[config.mk]
export PLATFORM = sky130hd
export DESIGN_NAME = fll_cfg_status
export DESIGN_NICKNAME = d
export VERILOG_FILES = /design/src/shared/fll_pkg.sv /design/src/shared/status_if.sv /design/src/core/status_debounce.sv /design/src/core/fll_cfg_status.sv
export VERILOG_INCLUDE_DIRS = /design/src /design/src/shared
export SDC_FILE = /design/constraint.sdc
export NUM_CORES = 1
export LEC_CHECK = 0
export BUFFER_PORTS_ARGS = -buffer_cell sky130_fd_sc_hd__buf_4
export CORE_ASPECT_RATIO = 0.6
export CORE_UTILIZATION = 53
export DETAILED_ROUTE_END_ITERATION = 10
export PLACE_DENSITY = 0.81
export SYNTH_ARGS = -nofsm -noshare
export SYNTH_HDL_FRONTEND = slang
export SYNTH_SLANG_ARGS = --single-unit
[constraint.sdc]
create_clock -name mclk -period 2.1 [get_ports mclk]
set_input_delay 0.21 -clock mclk [delete_from_list [all_inputs] [get_ports mclk]]
set_output_delay 0.21 -clock mclk [all_outputs]
set_load 0.1 [all_outputs]
[src/shared/fll_regs.svh]
`ifndef FLL_REGS_SVH
`define FLL_REGS_SVH

// Register addresses on the plain register port.
`define ADDR_LOOP_CONTROL 16'h0191
`define ADDR_LOOP_UPDATE 16'h0192
`define ADDR_REF_DETECT 16'h0196
`define ADDR_DETECTOR_GAINS 16'h0198
`define ADDR_FRACTION_MODE 16'h019A
`define ADDR_LOCK_DETECT 16'h019B
`define ADDR_OSC_RANGE 16'h019D
`define ADDR_LOOP_STATUS 16'h01A0
`define ADDR_GPIO_SELECT 16'h01A2

// Field positions.
`define PD_FINE_MSB 15
`define PD_FINE_LSB 12
`define PD_COARSE_MSB 11
`define PD_COARSE_LSB 8
`define FD_FINE_MSB 7
`define FD_FINE_LSB 4
`define FD_COARSE_MSB 3
`define FD_COARSE_LSB 0
`define FRAC_SEL_MSB 15
`define FRAC_SEL_LSB 14
`define LOCK_THR_MSB 4
`define LOCK_THR_LSB 1
`define LOCK_ENA_BIT 0
`define RANGE_MSB 1
`define RANGE_LSB 0
`define APPLY_BIT 15
`define REF_ENA_BIT 15
`define LOOP_ENA_BIT 0
`define GPIO_LOCK_BIT 0
`define GPIO_CLK_BIT 1

// Reset values, and the fractional mode and reserved fine frequency codes.
`define GAINS_RESET 16'h21F0
`define FRAC_SEL_RESET 2'h0
`define FRAC_SEL_FRACTIONAL 2'h3
`define LOCK_THR_RESET 4'h8
`define LOCK_ENA_RESET 1'h1
`define RANGE_RESET 2'h0
`define REF_ENA_RESET 1'h1
`define LOOP_ENA_RESET 1'h0
`define GPIO_SEL_RESET 2'h0
`define FD_FINE_RESERVED 4'hF

// Timing.
`define CLK_PERIOD_PS 5000
`define DEBOUNCE_NS 100
`define DEBOUNCE_CYCLES ((`DEBOUNCE_NS * 1000) / `CLK_PERIOD_PS)
`define REF_TIMEOUT_NS 2000
`define REF_TIMEOUT_CYCLES ((`REF_TIMEOUT_NS * 1000) / `CLK_PERIOD_PS)

`endif

[src/shared/fll_pkg.sv]
package fll_pkg;

  typedef logic [15:0] word_t;

  typedef struct packed {
    logic [3:0] pd_fine;
    logic [3:0] pd_coarse;
    logic [3:0] fd_fine;
    logic [3:0] fd_coarse;
    logic [1:0] frac_sel;
    logic [1:0] osc_range;
  } loop_cfg_s;

  typedef enum logic {REF_ABSENT, REF_PRESENT} ref_state_e;

  // Returns X of gain 2^-X; signed fields are two's complement.
  function automatic logic signed [4:0] gain_exponent(input logic [3:0] code,
                                                      input logic is_signed);
    gain_exponent = is_signed ? {code[3], code} : {1'b0, code};
  endfunction

endpackage

[src/shared/status_if.sv]
`timescale 1ns/1ps
interface status_if;
  logic lock_raw;
  logic ref_raw;
  logic clock_running;
  logic ack_lock;
  logic ack_ref;
  logic lock_deb;
  logic ref_deb;
  logic lock_event;
  logic ref_event;

  modport filter (
    input lock_raw, ref_raw, clock_running, ack_lock, ack_ref,
    output lock_deb, ref_deb, lock_event, ref_event
  );
  modport owner (
    output lock_raw, ref_raw, clock_running, ack_lock, ack_ref,
    input lock_deb, ref_deb, lock_event, ref_event
  );
endinterface

[src/core/status_debounce.sv]
`timescale 1ns/1ps
`include "fll_regs.svh"
module status_debounce (
  input wire logic mclk, // Clock.
  input wire logic reset_n, // Asynchronous reset, active low.
  status_if.filter st // Status signals in and out.
);

  localparam logic [15:0] DEB_LAST = 16'(`DEBOUNCE_CYCLES - 1);

  logic [15:0] lock_cnt_r;
  logic [15:0] ref_cnt_r;
  logic lock_deb_r;
  logic ref_deb_r;
  logic lock_evt_r;
  logic ref_evt_r;

  // A new level is taken only after it stood for the full debounce time, and the
  // count advances only while a status clock is running.
  always_ff @(posedge mclk or negedge reset_n) begin
    if (!reset_n) begin
      lock_cnt_r <= 16'h0000;
      lock_deb_r <= 1'b0;
    end else if (st.lock_raw == lock_deb_r) begin
      lock_cnt_r <= 16'h0000;
    end else if (st.clock_running) begin
      if (lock_cnt_r == DEB_LAST) begin
        lock_deb_r <= st.lock_raw;
        lock_cnt_r <= 16'h0000;
      end else begin
        lock_cnt_r <= lock_cnt_r + 16'h0001;
      end
    end
  end

  always_ff @(posedge mclk or negedge reset_n) begin
    if (!reset_n) begin
      ref_cnt_r <= 16'h0000;
      ref_deb_r <= 1'b0;
    end else if (st.ref_raw == ref_deb_r) begin
      ref_cnt_r <= 16'h0000;
    end else if (st.clock_running) begin
      if (ref_cnt_r == DEB_LAST) begin
        ref_deb_r <= st.ref_raw;
        ref_cnt_r <= 16'h0000;
      end else begin
        ref_cnt_r <= ref_cnt_r + 16'h0001;
      end
    end
  end

  // Pending events; a new lock change or reference stop in the acknowledge cycle keeps its event set.
  always_ff @(posedge mclk or negedge reset_n) begin
    if (!reset_n) begin
      lock_evt_r <= 1'b0;
    end else if (st.clock_running && lock_cnt_r == DEB_LAST && st.lock_raw != lock_deb_r) begin
      lock_evt_r <= 1'b1;
    end else if (st.ack_lock) begin
      lock_evt_r <= 1'b0;
    end
  end

  always_ff @(posedge mclk or negedge reset_n) begin
    if (!reset_n) begin
      ref_evt_r <= 1'b0;
    end else if (st.clock_running && ref_cnt_r == DEB_LAST && ref_deb_r && !st.ref_raw) begin
      ref_evt_r <= 1'b1;
    end else if (st.ack_ref) begin
      ref_evt_r <= 1'b0;
    end
  end

  assign st.lock_deb = lock_deb_r;
  assign st.ref_deb = ref_deb_r;
  assign st.lock_event = lock_evt_r;
  assign st.ref_event = ref_evt_r;

endmodule // status_debounce

[src/core/fll_cfg_status.sv]
// The strobed register port is this design's own decision.
`timescale 1ns/1ps
`include "fll_regs.svh"
module fll_cfg_status (
  input wire logic mclk, // Clock, 200 MHz.
  input wire logic reset_n, // Asynchronous reset, active low.
  input wire logic [15:0] reg_addr, // Register address.
  input wire logic [15:0] reg_wdata, // Register write data.
  input wire logic reg_wr, // Write strobe.
  input wire logic reg_rd, // Read strobe.
  output logic [15:0] reg_rdata, // Read data, cycle after the strobe.
  input wire logic [7:0] phase_error, // Loop phase error magnitude.
  input wire logic ref_clk_level, // Sampled reference clock level.
  input wire logic slow_clk_running, // 32 kHz status clock running.
  input wire logic system_clock_running, // System clock running.
  input wire logic ack_lock, // Interrupt controller ack, lock event.
  input wire logic ack_ref, // Interrupt controller ack, reference event.
  output logic loop_enable, // Loop enable.
  output logic signed [4:0] phase_detector_fine_gain, // Applied exponent X.
  output logic signed [4:0] phase_detector_coarse_gain, // Applied exponent X.
  output logic signed [4:0] frequency_detector_fine_gain, // Applied exponent X.
  output logic signed [4:0] frequency_detector_coarse_gain, // Applied exponent X.
  output logic fd_fine_reserved, // Applied fine frequency code is reserved.
  output logic loop_fraction_select, // Applied: 1 fractional, 0 integer.
  output logic [1:0] oscillator_range_select, // Applied oscillator range.
  output logic lock_status, // Debounced lock status.
  output logic ref_present, // Debounced reference present.
  output logic lock_event, // Pending lock change event.
  output logic ref_stop_event, // Pending reference stop event.
  output logic gpio_lock, // Undebounced lock on GPIO.
  output logic gpio_clk // Clock on GPIO, mclk divided by two.
);

  localparam logic [15:0] REF_LAST = 16'(`REF_TIMEOUT_CYCLES - 1);

  fll_pkg::loop_cfg_s staged_r;
  fll_pkg::loop_cfg_s applied_r;
  logic loop_ena_r;
  logic [3:0] lock_thr_r;
  logic lock_ena_r;
  logic ref_ena_r;
  logic [1:0] gpio_sel_r;
  logic lock_ind_r;
  logic gpio_lock_r;
  logic gpio_clk_r;
  logic ref_level_r;
  logic [15:0] ref_timer_r;
  fll_pkg::ref_state_e ref_state_r;
  logic ref_ind_r;
  fll_pkg::word_t rdata_r;
  logic wr_gains;
  logic wr_mode;
  logic wr_range;
  logic apply;

  status_if st ();

  assign wr_gains = reg_wr && reg_addr == `ADDR_DETECTOR_GAINS;
  assign wr_mode = reg_wr && reg_addr == `ADDR_FRACTION_MODE;
  assign wr_range = reg_wr && reg_addr == `ADDR_OSC_RANGE;
  assign apply = reg_wr && reg_addr == `ADDR_LOOP_UPDATE && reg_wdata[`APPLY_BIT]
                 && loop_ena_r;

  // Staged loop configuration written by software.
  always_ff @(posedge mclk or negedge reset_n) begin
    if (!reset_n) begin
      staged_r <= '{pd_fine: 4'(`GAINS_RESET >> `PD_FINE_LSB),
                    pd_coarse: 4'(`GAINS_RESET >> `PD_COARSE_LSB),
                    fd_fine: 4'(`GAINS_RESET >> `FD_FINE_LSB),
                    fd_coarse: 4'(`GAINS_RESET >> `FD_COARSE_LSB),
                    frac_sel: `FRAC_SEL_RESET,
                    osc_range: `RANGE_RESET};
    end else begin
      if (wr_gains) begin
        staged_r.pd_fine <= reg_wdata[`PD_FINE_MSB:`PD_FINE_LSB];
        staged_r.pd_coarse <= reg_wdata[`PD_COARSE_MSB:`PD_COARSE_LSB];
        staged_r.fd_fine <= reg_wdata[`FD_FINE_MSB:`FD_FINE_LSB];
        staged_r.fd_coarse <= reg_wdata[`FD_COARSE_MSB:`FD_COARSE_LSB];
      end
      if (wr_mode) begin
        staged_r.frac_sel <= reg_wdata[`FRAC_SEL_MSB:`FRAC_SEL_LSB];
      end
      if (wr_range) begin
        staged_r.osc_range <= reg_wdata[`RANGE_MSB:`RANGE_LSB];
      end
    end
  end

  // The loop only sees a new configuration on an update while enabled.
  always_ff @(posedge mclk or negedge reset_n) begin
    if (!reset_n) begin
      applied_r <= '{pd_fine: 4'(`GAINS_RESET >> `PD_FINE_LSB),
                     pd_coarse: 4'(`GAINS_RESET >> `PD_COARSE_LSB),
                     fd_fine: 4'(`GAINS_RESET >> `FD_FINE_LSB),
                     fd_coarse: 4'(`GAINS_RESET >> `FD_COARSE_LSB),
                     frac_sel: `FRAC_SEL_RESET,
                     osc_range: `RANGE_RESET};
    end else if (apply) begin
      applied_r <= staged_r;
    end
  end

  // Lock and reference detect controls act at once; they touch no loop setting.
  always_ff @(posedge mclk or negedge reset_n) begin
    if (!reset_n) begin
      loop_ena_r <= `LOOP_ENA_RESET;
      lock_thr_r <= `LOCK_THR_RESET;
      lock_ena_r <= `LOCK_ENA_RESET;
      ref_ena_r <= `REF_ENA_RESET;
      gpio_sel_r <= `GPIO_SEL_RESET;
    end else if (reg_wr) begin
      unique case (reg_addr)
        `ADDR_LOOP_CONTROL: loop_ena_r <= reg_wdata[`LOOP_ENA_BIT];
        `ADDR_LOCK_DETECT: begin
          lock_thr_r <= reg_wdata[`LOCK_THR_MSB:`LOCK_THR_LSB];
          lock_ena_r <= reg_wdata[`LOCK_ENA_BIT];
        end
        `ADDR_REF_DETECT: ref_ena_r <= reg_wdata[`REF_ENA_BIT];
        `ADDR_GPIO_SELECT: gpio_sel_r <= reg_wdata[`GPIO_CLK_BIT:`GPIO_LOCK_BIT];
        default: ;
      endcase
    end
  end

  // Lock when the phase error is within the threshold window; 0x0 is tightest.
  always_ff @(posedge mclk or negedge reset_n) begin
    if (!reset_n) begin
      lock_ind_r <= 1'b0;
    end else begin
      lock_ind_r <= lock_ena_r && (phase_error <= {lock_thr_r, 4'hF});
    end
  end

  // Reference present while an edge arrives within the timeout.
  always_ff @(posedge mclk or negedge reset_n) begin
    if (!reset_n) begin
      ref_level_r <= 1'b0;
      ref_timer_r <= 16'h0000;
      ref_state_r <= fll_pkg::REF_ABSENT;
    end else begin
      ref_level_r <= ref_clk_level;
      if (ref_clk_level != ref_level_r) begin
        ref_timer_r <= 16'h0000;
        ref_state_r <= fll_pkg::REF_PRESENT;
      end else if (ref_timer_r == REF_LAST) begin
        ref_state_r <= fll_pkg::REF_ABSENT;
      end else begin
        ref_timer_r <= ref_timer_r + 16'h0001;
      end
    end
  end

  always_ff @(posedge mclk or negedge reset_n) begin
    if (!reset_n) begin
      ref_ind_r <= 1'b0;
    end else begin
      ref_ind_r <= ref_ena_r && ref_state_r == fll_pkg::REF_PRESENT;
    end
  end

  assign st.lock_raw = lock_ind_r;
  assign st.ref_raw = ref_ind_r;
  assign st.clock_running = slow_clk_running || system_clock_running;
  assign st.ack_lock = ack_lock;
  assign st.ack_ref = ack_ref;

  status_debounce u_debounce (
    .mclk(mclk),
    .reset_n(reset_n),
    .st(st.filter)
  );

  // The GPIO lock output bypasses the debounce; only one output flop is added.
  always_ff @(posedge mclk or negedge reset_n) begin
    if (!reset_n) begin
      gpio_lock_r <= 1'b0;
      gpio_clk_r <= 1'b0;
    end else begin
      gpio_lock_r <= gpio_sel_r[`GPIO_LOCK_BIT] && lock_ind_r;
      gpio_clk_r <= gpio_sel_r[`GPIO_CLK_BIT] && !gpio_clk_r;
    end
  end

  // Register read port; unmapped addresses read zero.
  always_ff @(posedge mclk or negedge reset_n) begin
    if (!reset_n) begin
      rdata_r <= 16'h0000;
    end else if (reg_rd) begin
      unique case (reg_addr)
        `ADDR_LOOP_CONTROL: rdata_r <= {15'h0000, loop_ena_r};
        `ADDR_LOOP_UPDATE: rdata_r <= 16'h0000;
        `ADDR_REF_DETECT: rdata_r <= {ref_ena_r, 15'h0000};
        `ADDR_DETECTOR_GAINS: rdata_r <= {staged_r.pd_fine, staged_r.pd_coarse,
                                          staged_r.fd_fine, staged_r.fd_coarse};
        `ADDR_FRACTION_MODE: rdata_r <= {staged_r.frac_sel, 14'h0000};
        `ADDR_LOCK_DETECT: rdata_r <= {11'h000, lock_thr_r, lock_ena_r};
        `ADDR_OSC_RANGE: rdata_r <= {14'h0000, staged_r.osc_range};
        `ADDR_LOOP_STATUS: rdata_r <= {11'h000, lock_ind_r, st.ref_event, st.lock_event,
                                       st.ref_deb, st.lock_deb};
        `ADDR_GPIO_SELECT: rdata_r <= {14'h0000, gpio_sel_r};
        default: rdata_r <= 16'h0000;
      endcase
    end else begin
      rdata_r <= 16'h0000;
    end
  end

  // Registered outputs of the applied configuration and the loop enable.
  always_ff @(posedge mclk or negedge reset_n) begin
    if (!reset_n) begin
      phase_detector_fine_gain <= 5'h00;
      phase_detector_coarse_gain <= 5'h00;
      frequency_detector_fine_gain <= 5'h00;
      frequency_detector_coarse_gain <= 5'h00;
      fd_fine_reserved <= 1'b0;
      loop_fraction_select <= 1'b0;
      oscillator_range_select <= 2'h0;
      loop_enable <= 1'b0;
    end else begin
      phase_detector_fine_gain <= fll_pkg::gain_exponent(applied_r.pd_fine, 1'b1);
      phase_detector_coarse_gain <= fll_pkg::gain_exponent(applied_r.pd_coarse, 1'b1);
      frequency_detector_fine_gain <= fll_pkg::gain_exponent(applied_r.fd_fine, 1'b0);
      frequency_detector_coarse_gain <= fll_pkg::gain_exponent(applied_r.fd_coarse, 1'b1);
      fd_fine_reserved <= applied_r.fd_fine == `FD_FINE_RESERVED;
      loop_fraction_select <= applied_r.frac_sel == `FRAC_SEL_FRACTIONAL;
      oscillator_range_select <= applied_r.osc_range;
      loop_enable <= loop_ena_r;
    end
  end

  // Debounced status and pending events, registered once more for the ports.
  always_ff @(posedge mclk or negedge reset_n) begin
    if (!reset_n) begin
      lock_status <= 1'b0;
      ref_present <= 1'b0;
      lock_event <= 1'b0;
      ref_stop_event <= 1'b0;
    end else begin
      lock_status <= st.lock_deb;
      ref_present <= st.ref_deb;
      lock_event <= st.lock_event;
      ref_stop_event <= st.ref_event;
    end
  end

  assign reg_rdata = rdata_r;
  assign gpio_lock = gpio_lock_r;
  assign gpio_clk = gpio_clk_r;

endmodule // fll_cfg_status

==> results of run 1 <==
-- registers in the layout, summed over array words and instances (netlist names), 2 cells and up --
name and flops:
applied_r 20, frequency_detector_coarse_gain 4, frequency_detector_fine_gain 4, gpio_sel_r 2
lock_thr_r 4, oscillator_range_select 2, phase_detector_coarse_gain 4, phase_detector_fine_gain 4
ref_timer_r 16, reg_rdata 16, staged_r 20, u_debounce.lock_cnt_r 16
u_debounce.ref_cnt_r 16
-- through the flow --
stage / hold slack, ns / instance area, um2
after global routing: 0.00785 / 8080
final: 0.00660 / 8090
after detailed placement: 0.201 / 7370
after global placement: 0.193 / 7370
after floorplan: -0.0856 / 6460
after CTS: 0.00192 / 8070
-- worst paths after layout --
kind / start / to / slack [ns] / cells past startpoint
setup / recovery: u_debounce.ref_cnt_r[10] / u_debounce.ref_cnt_r[8] / 0.13 / 6
hold / removal: reg_wdata[12] / staged_r[16] / 0.007 / 2
setup reg to reg: u_debounce.ref_cnt_r[10] / u_debounce.ref_cnt_r[8] / 0.13 / 6
hold reg to reg: applied_r[6] / frequency_detector_coarse_gain[2] / 0.37 / 0
max in group asynchronous: reset_n / applied_r[10] / 1.10 / 3
min in group asynchronous: reset_n / u_debounce.ref_cnt_r[10] / 0.30 / 2
-- metal layers --
metal / global-route usage / vias to the layer above / routed length, um
li1: - / 2203 / -
met1: 0.348 / 2423 / 6390
met2: 0.420 / 229 / 7400
met3: 0.0528 / 21 / 1120
met4: 0.0928 / 0 / 216
met5: 0 / - / 0
-- kinds of logic after synthesis --
kind of cell | count (synthesis) | synth area share
multiplexers | 56 | 0.0967
XOR/XNOR | 25 | 0.0339
AO/OA/AOI/OAI | 70 | 0.0717
flip-flops | 148 | 0.576
adder cells (fa/ha/maj) | 7 | 0.0136
buffers and inverters | 35 | 0.0254
AND/OR/NAND/NOR | 212 | 0.182
other | 1 | 0.000581
-- power groups by stage --
| stage | Clock [mW] | Combinational [mW] | Sequential, mW |
|---|---|---|---|
| final | 3.37 | 0.254 | 2.88 |
| after detailed placement | 0 | 0.249 | 2.93 |
| after global placement | 0 | 0.238 | 2.92 |
| after floorplan | 0 | 0.0778 | 2.92 |
| after global routing | 3.52 | 0.281 | 2.88 |
| after CTS | 3.40 | 0.257 | 2.88 |
-- cells in the mapped netlist (all sizes together), types with 7 or more instances --
master  instances  share of area
a21oi          12         0.0099
a22o           10          0.014
a31oi          12          0.012
and2            9         0.0089
and3           19          0.018
buf            13          0.013
clkbuf          7         0.0041
dfrtp         133           0.52
dfstp          15          0.061
ha              7          0.014
inv            15         0.0087
mux2           51          0.089
nand2          47          0.027
nand3          21          0.017
nand4          15          0.015
nor2           43          0.025
nor2b           7         0.0068
nor3           14          0.011
nor4           12          0.015
o21ai          19          0.015
xnor2           7         0.0095
xor2           18          0.024
-- cell type report --
type,instances,share of cell area
Clock buffer,18,0.0543
Inverter,15,0.00696
Antenna cell,1,0.000310
Timing Repair Buffer,111,0.106
Clock inverter,14,0.0274
Multi-Input combinational cell,371,0.320
Tap cell,160,0.0248
Sequential cell,148,0.460
-- worst max-delay path, stage by stage (launching register included) --
cell and delay (ns):
dfrtp_1 0.43, nor4_1 0.37, nand4_1 0.26, and3_2 0.33, buf_4 0.20, a31oi_1 0.18
a31oi_1 0.06
-- what timing repair did --
item	4_1_cts	5_1_grt
endpoints found under the setup margin	0	8
endpoints found under the hold margin	47	0
hold buffers	4	0
gates resized for setup	0	3
==> flow_metrics.py, run 1 <==
metrics = {
    "place": {
        "portBuffers": 94,
        "place_ws_ns": 0.119,
        "dp_hpwl_um": 10600,
        "routabilityCongestion": 0.888,
        "place_inst": 801,
    },
    "clock_network": {
        "cts_setup_buffers": 0,
        "cts_buffer_depth": 2,
        "numCtsBuffers": 17,
        "cts_tree": "done",
        "clkSinkCount": 148,
        "path_clk_slew_ns": 0.06,
        "root_buffer": "clkbuf_16",
        "clock_latency_ns": 0.42,
        "cts_max_level": 4,
    },
    "route": {
        "dr_total_vias": 4876,
        "drt_wl_total_um": 15100,
        "drtIter0Drc": 497,
        "wire_per_inst_um": 18.0,
        "final_antenna_net_count": 0,
        "drc": 0,
        "vias_per_cell": 5.82,
        "dr.pass1.iters": 5,
    },
    "synthesis": {
        "yosysSeqAreaShare": 0.576,
        "ys_ff_latch": 148,
        "postSynthCellCount": 554,
        "synthFlopType": "dfrtp_1",
        "synthDistinctLibCells": 60,
        "synth_nets": 610,
        "ys_async_sr_fraction": 1.00,
        "yosysWarnings": 0,
        "avgSynthCellArea_um2": 11.7,
        "synth-edff-count": 0,
        "synth.cell_area_um2": 6460,
    },
    "sta": {
        "period_minus_slack_ns": 1.97,
        "fmax_ghz": 0.507,
        "fin_crit_sh": 0.939,
        "slew_headroom": 0.496,
        "slew_viol_final": 0,
        "postLayoutSetupSlackWorst_ns": 0.129,
        "setup_viol": 0,
        "fin_tns_setup_ns": 0,
        "finalHoldViolations": 0,
        "worst_slew_pin_slew_ns": 0.754,
        "finClkSkew_ns": 0.00808,
    },
    "critical_path": {
        "startpoint_type": "flop",
        "cp.arrival_ns": 2.25,
        "cp-end-kind": "flop",
        "worst-setup-path-type": "flop to flop",
        "cp_max_fo": 13,
        "required_ns": 2.38,
    },
    "pwr": {
        "clockPowerShare": 0.518,
        "p_sw_mw": 1.37,
        "p_leak_nw": 3.84,
        "power_density_nw_per_um2": 804,
        "max-vdd-ir-drop_mv": 0.600,
        "finalPower_mw": 6.50,
        "netSwitchingFraction": 0.211,
        "p_seq_frac": 0.443,
        "p_comb_frac": 0.039,
        "internal_power_mw": 5.12,
    },
    "die": {
        "die_h_um": 87.5,
        "coreArea_um2": 11600,
        "die_area_um2": 12600,
        "die_x_um": 145,
        "num_rows": 30,
        "io_pins": 96,
        "start_util": 0.559,
    },
    "layout": {
        "register_area_um2": 3720,
        "n_fill_cell": 805,
        "syn2layout_area_growth_pct": 25.2,
        "final_cell_mix": "dfrtp_1 (133), buf_4 (105), nand2_1 (47), nor2_1 (42), mux2_1 (33)",
        "post-route-util": 0.699,
        "final_common_cell": "dfrtp_1",
        "multi_input_area_um2": 2580,
        "drive_gt1_frac": 0.278,
        "stdcell_count": 838,
        "fin_nets": 720,
    },
    "global_routing": {
        "grt_usage": 0.258,
        "grt_pass1_wl_um": 24600,
        "antenna_found_initial": 1,
        "grt_max_degree": 55,
        "grt_pass1_vias": 4898,
        "grt.overflow.total": 0,
    },
    "worst_hold_path": {
        "hold_class": "input pin to flop",
    },
    "outcome": {
        "outcome": "finished clean",
    },
    "job": {
        "max_cap_violations": 0,
    },
}
Power figures use the tool's default switching activity.
==> inputs of run 2 (changes only) <==
--- a/config.mk
+++ b/config.mk
@@ -10,7 +10,7 @@
 export CORE_ASPECT_RATIO = 0.6
 export CORE_UTILIZATION = 53
 export DETAILED_ROUTE_END_ITERATION = 10
-export PLACE_DENSITY = 0.81
+export PLACE_DENSITY = 0.75
 export SYNTH_ARGS = -nofsm -noshare
 export SYNTH_HDL_FRONTEND = slang
 export SYNTH_SLANG_ARGS = --single-unit
==> run 2 against run 1 <==
Effect of this change: sequential power about the same; clock-buffer cell count is 1 lower; clock skew up 0.0016 ns; wire length is 4.7% lower; core utilization barely moved; hold slack better by 0.0081 ns; via count is 2.9% lower; design area is essentially flat; total power is 3.9% lower; largest power group unchanged; highest routed layer unchanged.
==> flow_metrics.py, run 2 (synthesis results as in run 1) <==
metrics = {
    "outcome": {
        "outcome": "finished clean",
    },
    "layout": {
        "syn2layout_area_growth_pct": 25.2,
        "register_area_um2": 3720,
        "multi_input_area_um2": 2580,
        "final_cell_mix": "dfrtp_1 (133), buf_4 (105), nand2_1 (47), nor2_1 (42), mux2_1 (33)",
        "stdcell_count": 843,
        "top_regs": "applied_r: 20 flops, staged_r: 20 flops",
        "n_fill_cell": 851,
        "drive_gt1_frac": 0.272,
        "final_common_cell": "dfrtp_1",
        "fin_nets": 726,
        "diodes": 0,
    },
    "pwr": {
        "p_sw_mw": 1.47,
        "netSwitchingFraction": 0.235,
        "p_leak_nw": 3.85,
        "clockPowerShare": 0.499,
        "p_comb_frac": 0.041,
        "internal_power_mw": 4.78,
        "max-vdd-ir-drop_mv": 0.527,
        "power_density_nw_per_um2": 773,
        "p_seq_frac": 0.460,
    },
    "job": {
        "max_cap_violations": 0,
    },
    "clock_network": {
        "path_clk_slew_ns": 0.07,
        "root_buffer": "clkbuf_16",
        "clkSinkCount": 148,
        "numCtsBuffers": 17,
        "cts_tree": "done",
        "clock_latency_ns": 0.42,
        "cts_max_level": 4,
        "cts_setup_buffers": 0,
        "cts_buffer_depth": 2,
    },
    "worst_hold_path": {
        "hold_class": "input pin to flop",
        "min_path_cells": 2,
    },
    "place": {
        "routabilityCongestion": 0.915,
        "dp_hpwl_um": 10400,
        "place_inst": 801,
        "portBuffers": 94,
    },
    "die": {
        "die_area_um2": 12600,
        "start_util": 0.559,
        "die_x_um": 145,
        "coreArea_um2": 11600,
        "die_h_um": 87.5,
        "io_pins": 96,
        "num_rows": 30,
    },
    "global_routing": {
        "grt_pass1_wl_um": 23300,
        "grt_pass1_vias": 4593,
        "grt.overflow.total": 0,
        "antenna_found_initial": 0,
        "grt_max_degree": 59,
        "grt_usage": 0.246,
    },
    "critical_path": {
        "startpoint_type": "flop",
        "worst-setup-path-type": "flop to flop",
        "cp_num_cells": 5,
        "cp.arrival_ns": 2.25,
        "worst-path-buf-inv": 0,
        "cp_max_fo": 12,
        "cp_slowest_cell": "dfrtp_1",
        "cp-end-kind": "flop",
        "critPathMaxStageDelay_ns": 0.46,
        "required_ns": 2.42,
        "crit_family": "simple AND/OR/NAND/NOR gates",
        "reg2reg_depth": 5,
        "cp_cell_sequence": "nor4b_1, nand4_1, nand3_1, o21ai_0, a22o_1",
    },
    "sta": {
        "fin_tns_setup_ns": 0,
        "rsz0062_at_grt": "false",
        "slew_viol_final": 0,
        "setup_viol": 0,
        "fin_crit_sh": 0.921,
        "period_minus_slack_ns": 1.93,
        "finClkSkew_ns": 0.00968,
        "slew_headroom": 0.494,
        "worst_slew_pin_slew_ns": 0.754,
        "fmax_ghz": 0.517,
        "finalHoldViolations": 0,
    },
    "route": {
        "wire_per_inst_um": 17.1,
        "drt_wl_total_um": 14400,
        "drc": 0,
        "vias_per_cell": 5.61,
        "dr_total_vias": 4733,
        "final_antenna_net_count": 0,
        "dr.pass1.iters": 7,
        "drtIter0Drc": 510,
    },
}
-- run 2: final timing paths --
| kind | from | end | slack [ns] |
|---|---|---|---|
| max in group asynchronous | reset_n | ref_ena_r | 1.04 |
| hold reg to reg | applied_r[18] | phase_detector_fine_gain[2] | 0.37 |
| setup / recovery | u_debounce.ref_cnt_r[7] | u_debounce.ref_cnt_r[7] | 0.17 |
| setup reg to reg | u_debounce.ref_cnt_r[7] | u_debounce.ref_cnt_r[7] | 0.17 |
| hold / removal | reg_wdata[2] | staged_r[6] | 0.01 |
| min in group asynchronous | reset_n | u_debounce.ref_cnt_r[6] | 0.30 |
-- run 2: power by group through the flow --
stage / registers [mW] / logic [mW] / clock network (mW)
final: 2.87 / 0.257 / 3.11
after CTS: 2.87 / 0.262 / 3.15
after global routing: 2.87 / 0.286 / 3.27
after floorplan: 2.92 / 0.0778 / 0
after detailed placement: 2.93 / 0.246 / 0
after global placement: 2.92 / 0.240 / 0
-- run 2: metal layers --
metal  vias up  wire length (um)  share of wire  track usage
met1      2317              6780           0.47        0.352
li1       2210                 -              -            -
met5         -                 0              0            0
met4         0               287          0.020        0.114
met3        32               888          0.062       0.0555
met2       174              6470           0.45        0.359
-- run 2: cell type report --
type / instances / area share
repair buffers: 117 / 0.114
well taps: 160 / 0.0248
flip-flops and latches: 148 / 0.460
clock buffers: 17 / 0.0526
inverters: 15 / 0.00696
clock inverters: 15 / 0.0226
multi-input cells: 371 / 0.319
-- run 2: worst register-to-register path, cell delays in order, from the launching register on --
cell and delay (ns):
dfrtp_1 0.46, nor4b_1 0.38, nand4_1 0.19, nand3_1 0.36, o21ai_0 0.18, a22o_1 0.25
-- run 2: what timing repair did --
| item | 4_1_cts | 5_1_grt |
|---|---|---|
| hold endpoints to repair | 54 | 0 |
| resized for setup | 0 | 1 |
| hold buffers | 10 | 0 |
| endpoints found under the setup margin | 0 | 12 |
-- run 2: through the flow --
| stage | total power [mW] | cell area, um2 | setup WS (ns) | utilization | hold slack, ns |
|---|---|---|---|---|---|
| after floorplan | 3.00 | 6460 | 0.374 | - | -0.0856 |
| after global placement | 3.16 | 7370 | 0.235 | 0.637 | 0.199 |
| after detailed placement | 3.17 | 7370 | 0.161 | 0.637 | 0.205 |
| after CTS | 6.29 | 8080 | 0.150 | 0.699 | 0.00413 |
| after global routing | 6.43 | 8080 | 0.0194 | 0.699 | 0.0156 |
| final | 6.25 | 8080 | 0.166 | 0.699 | 0.0147 |
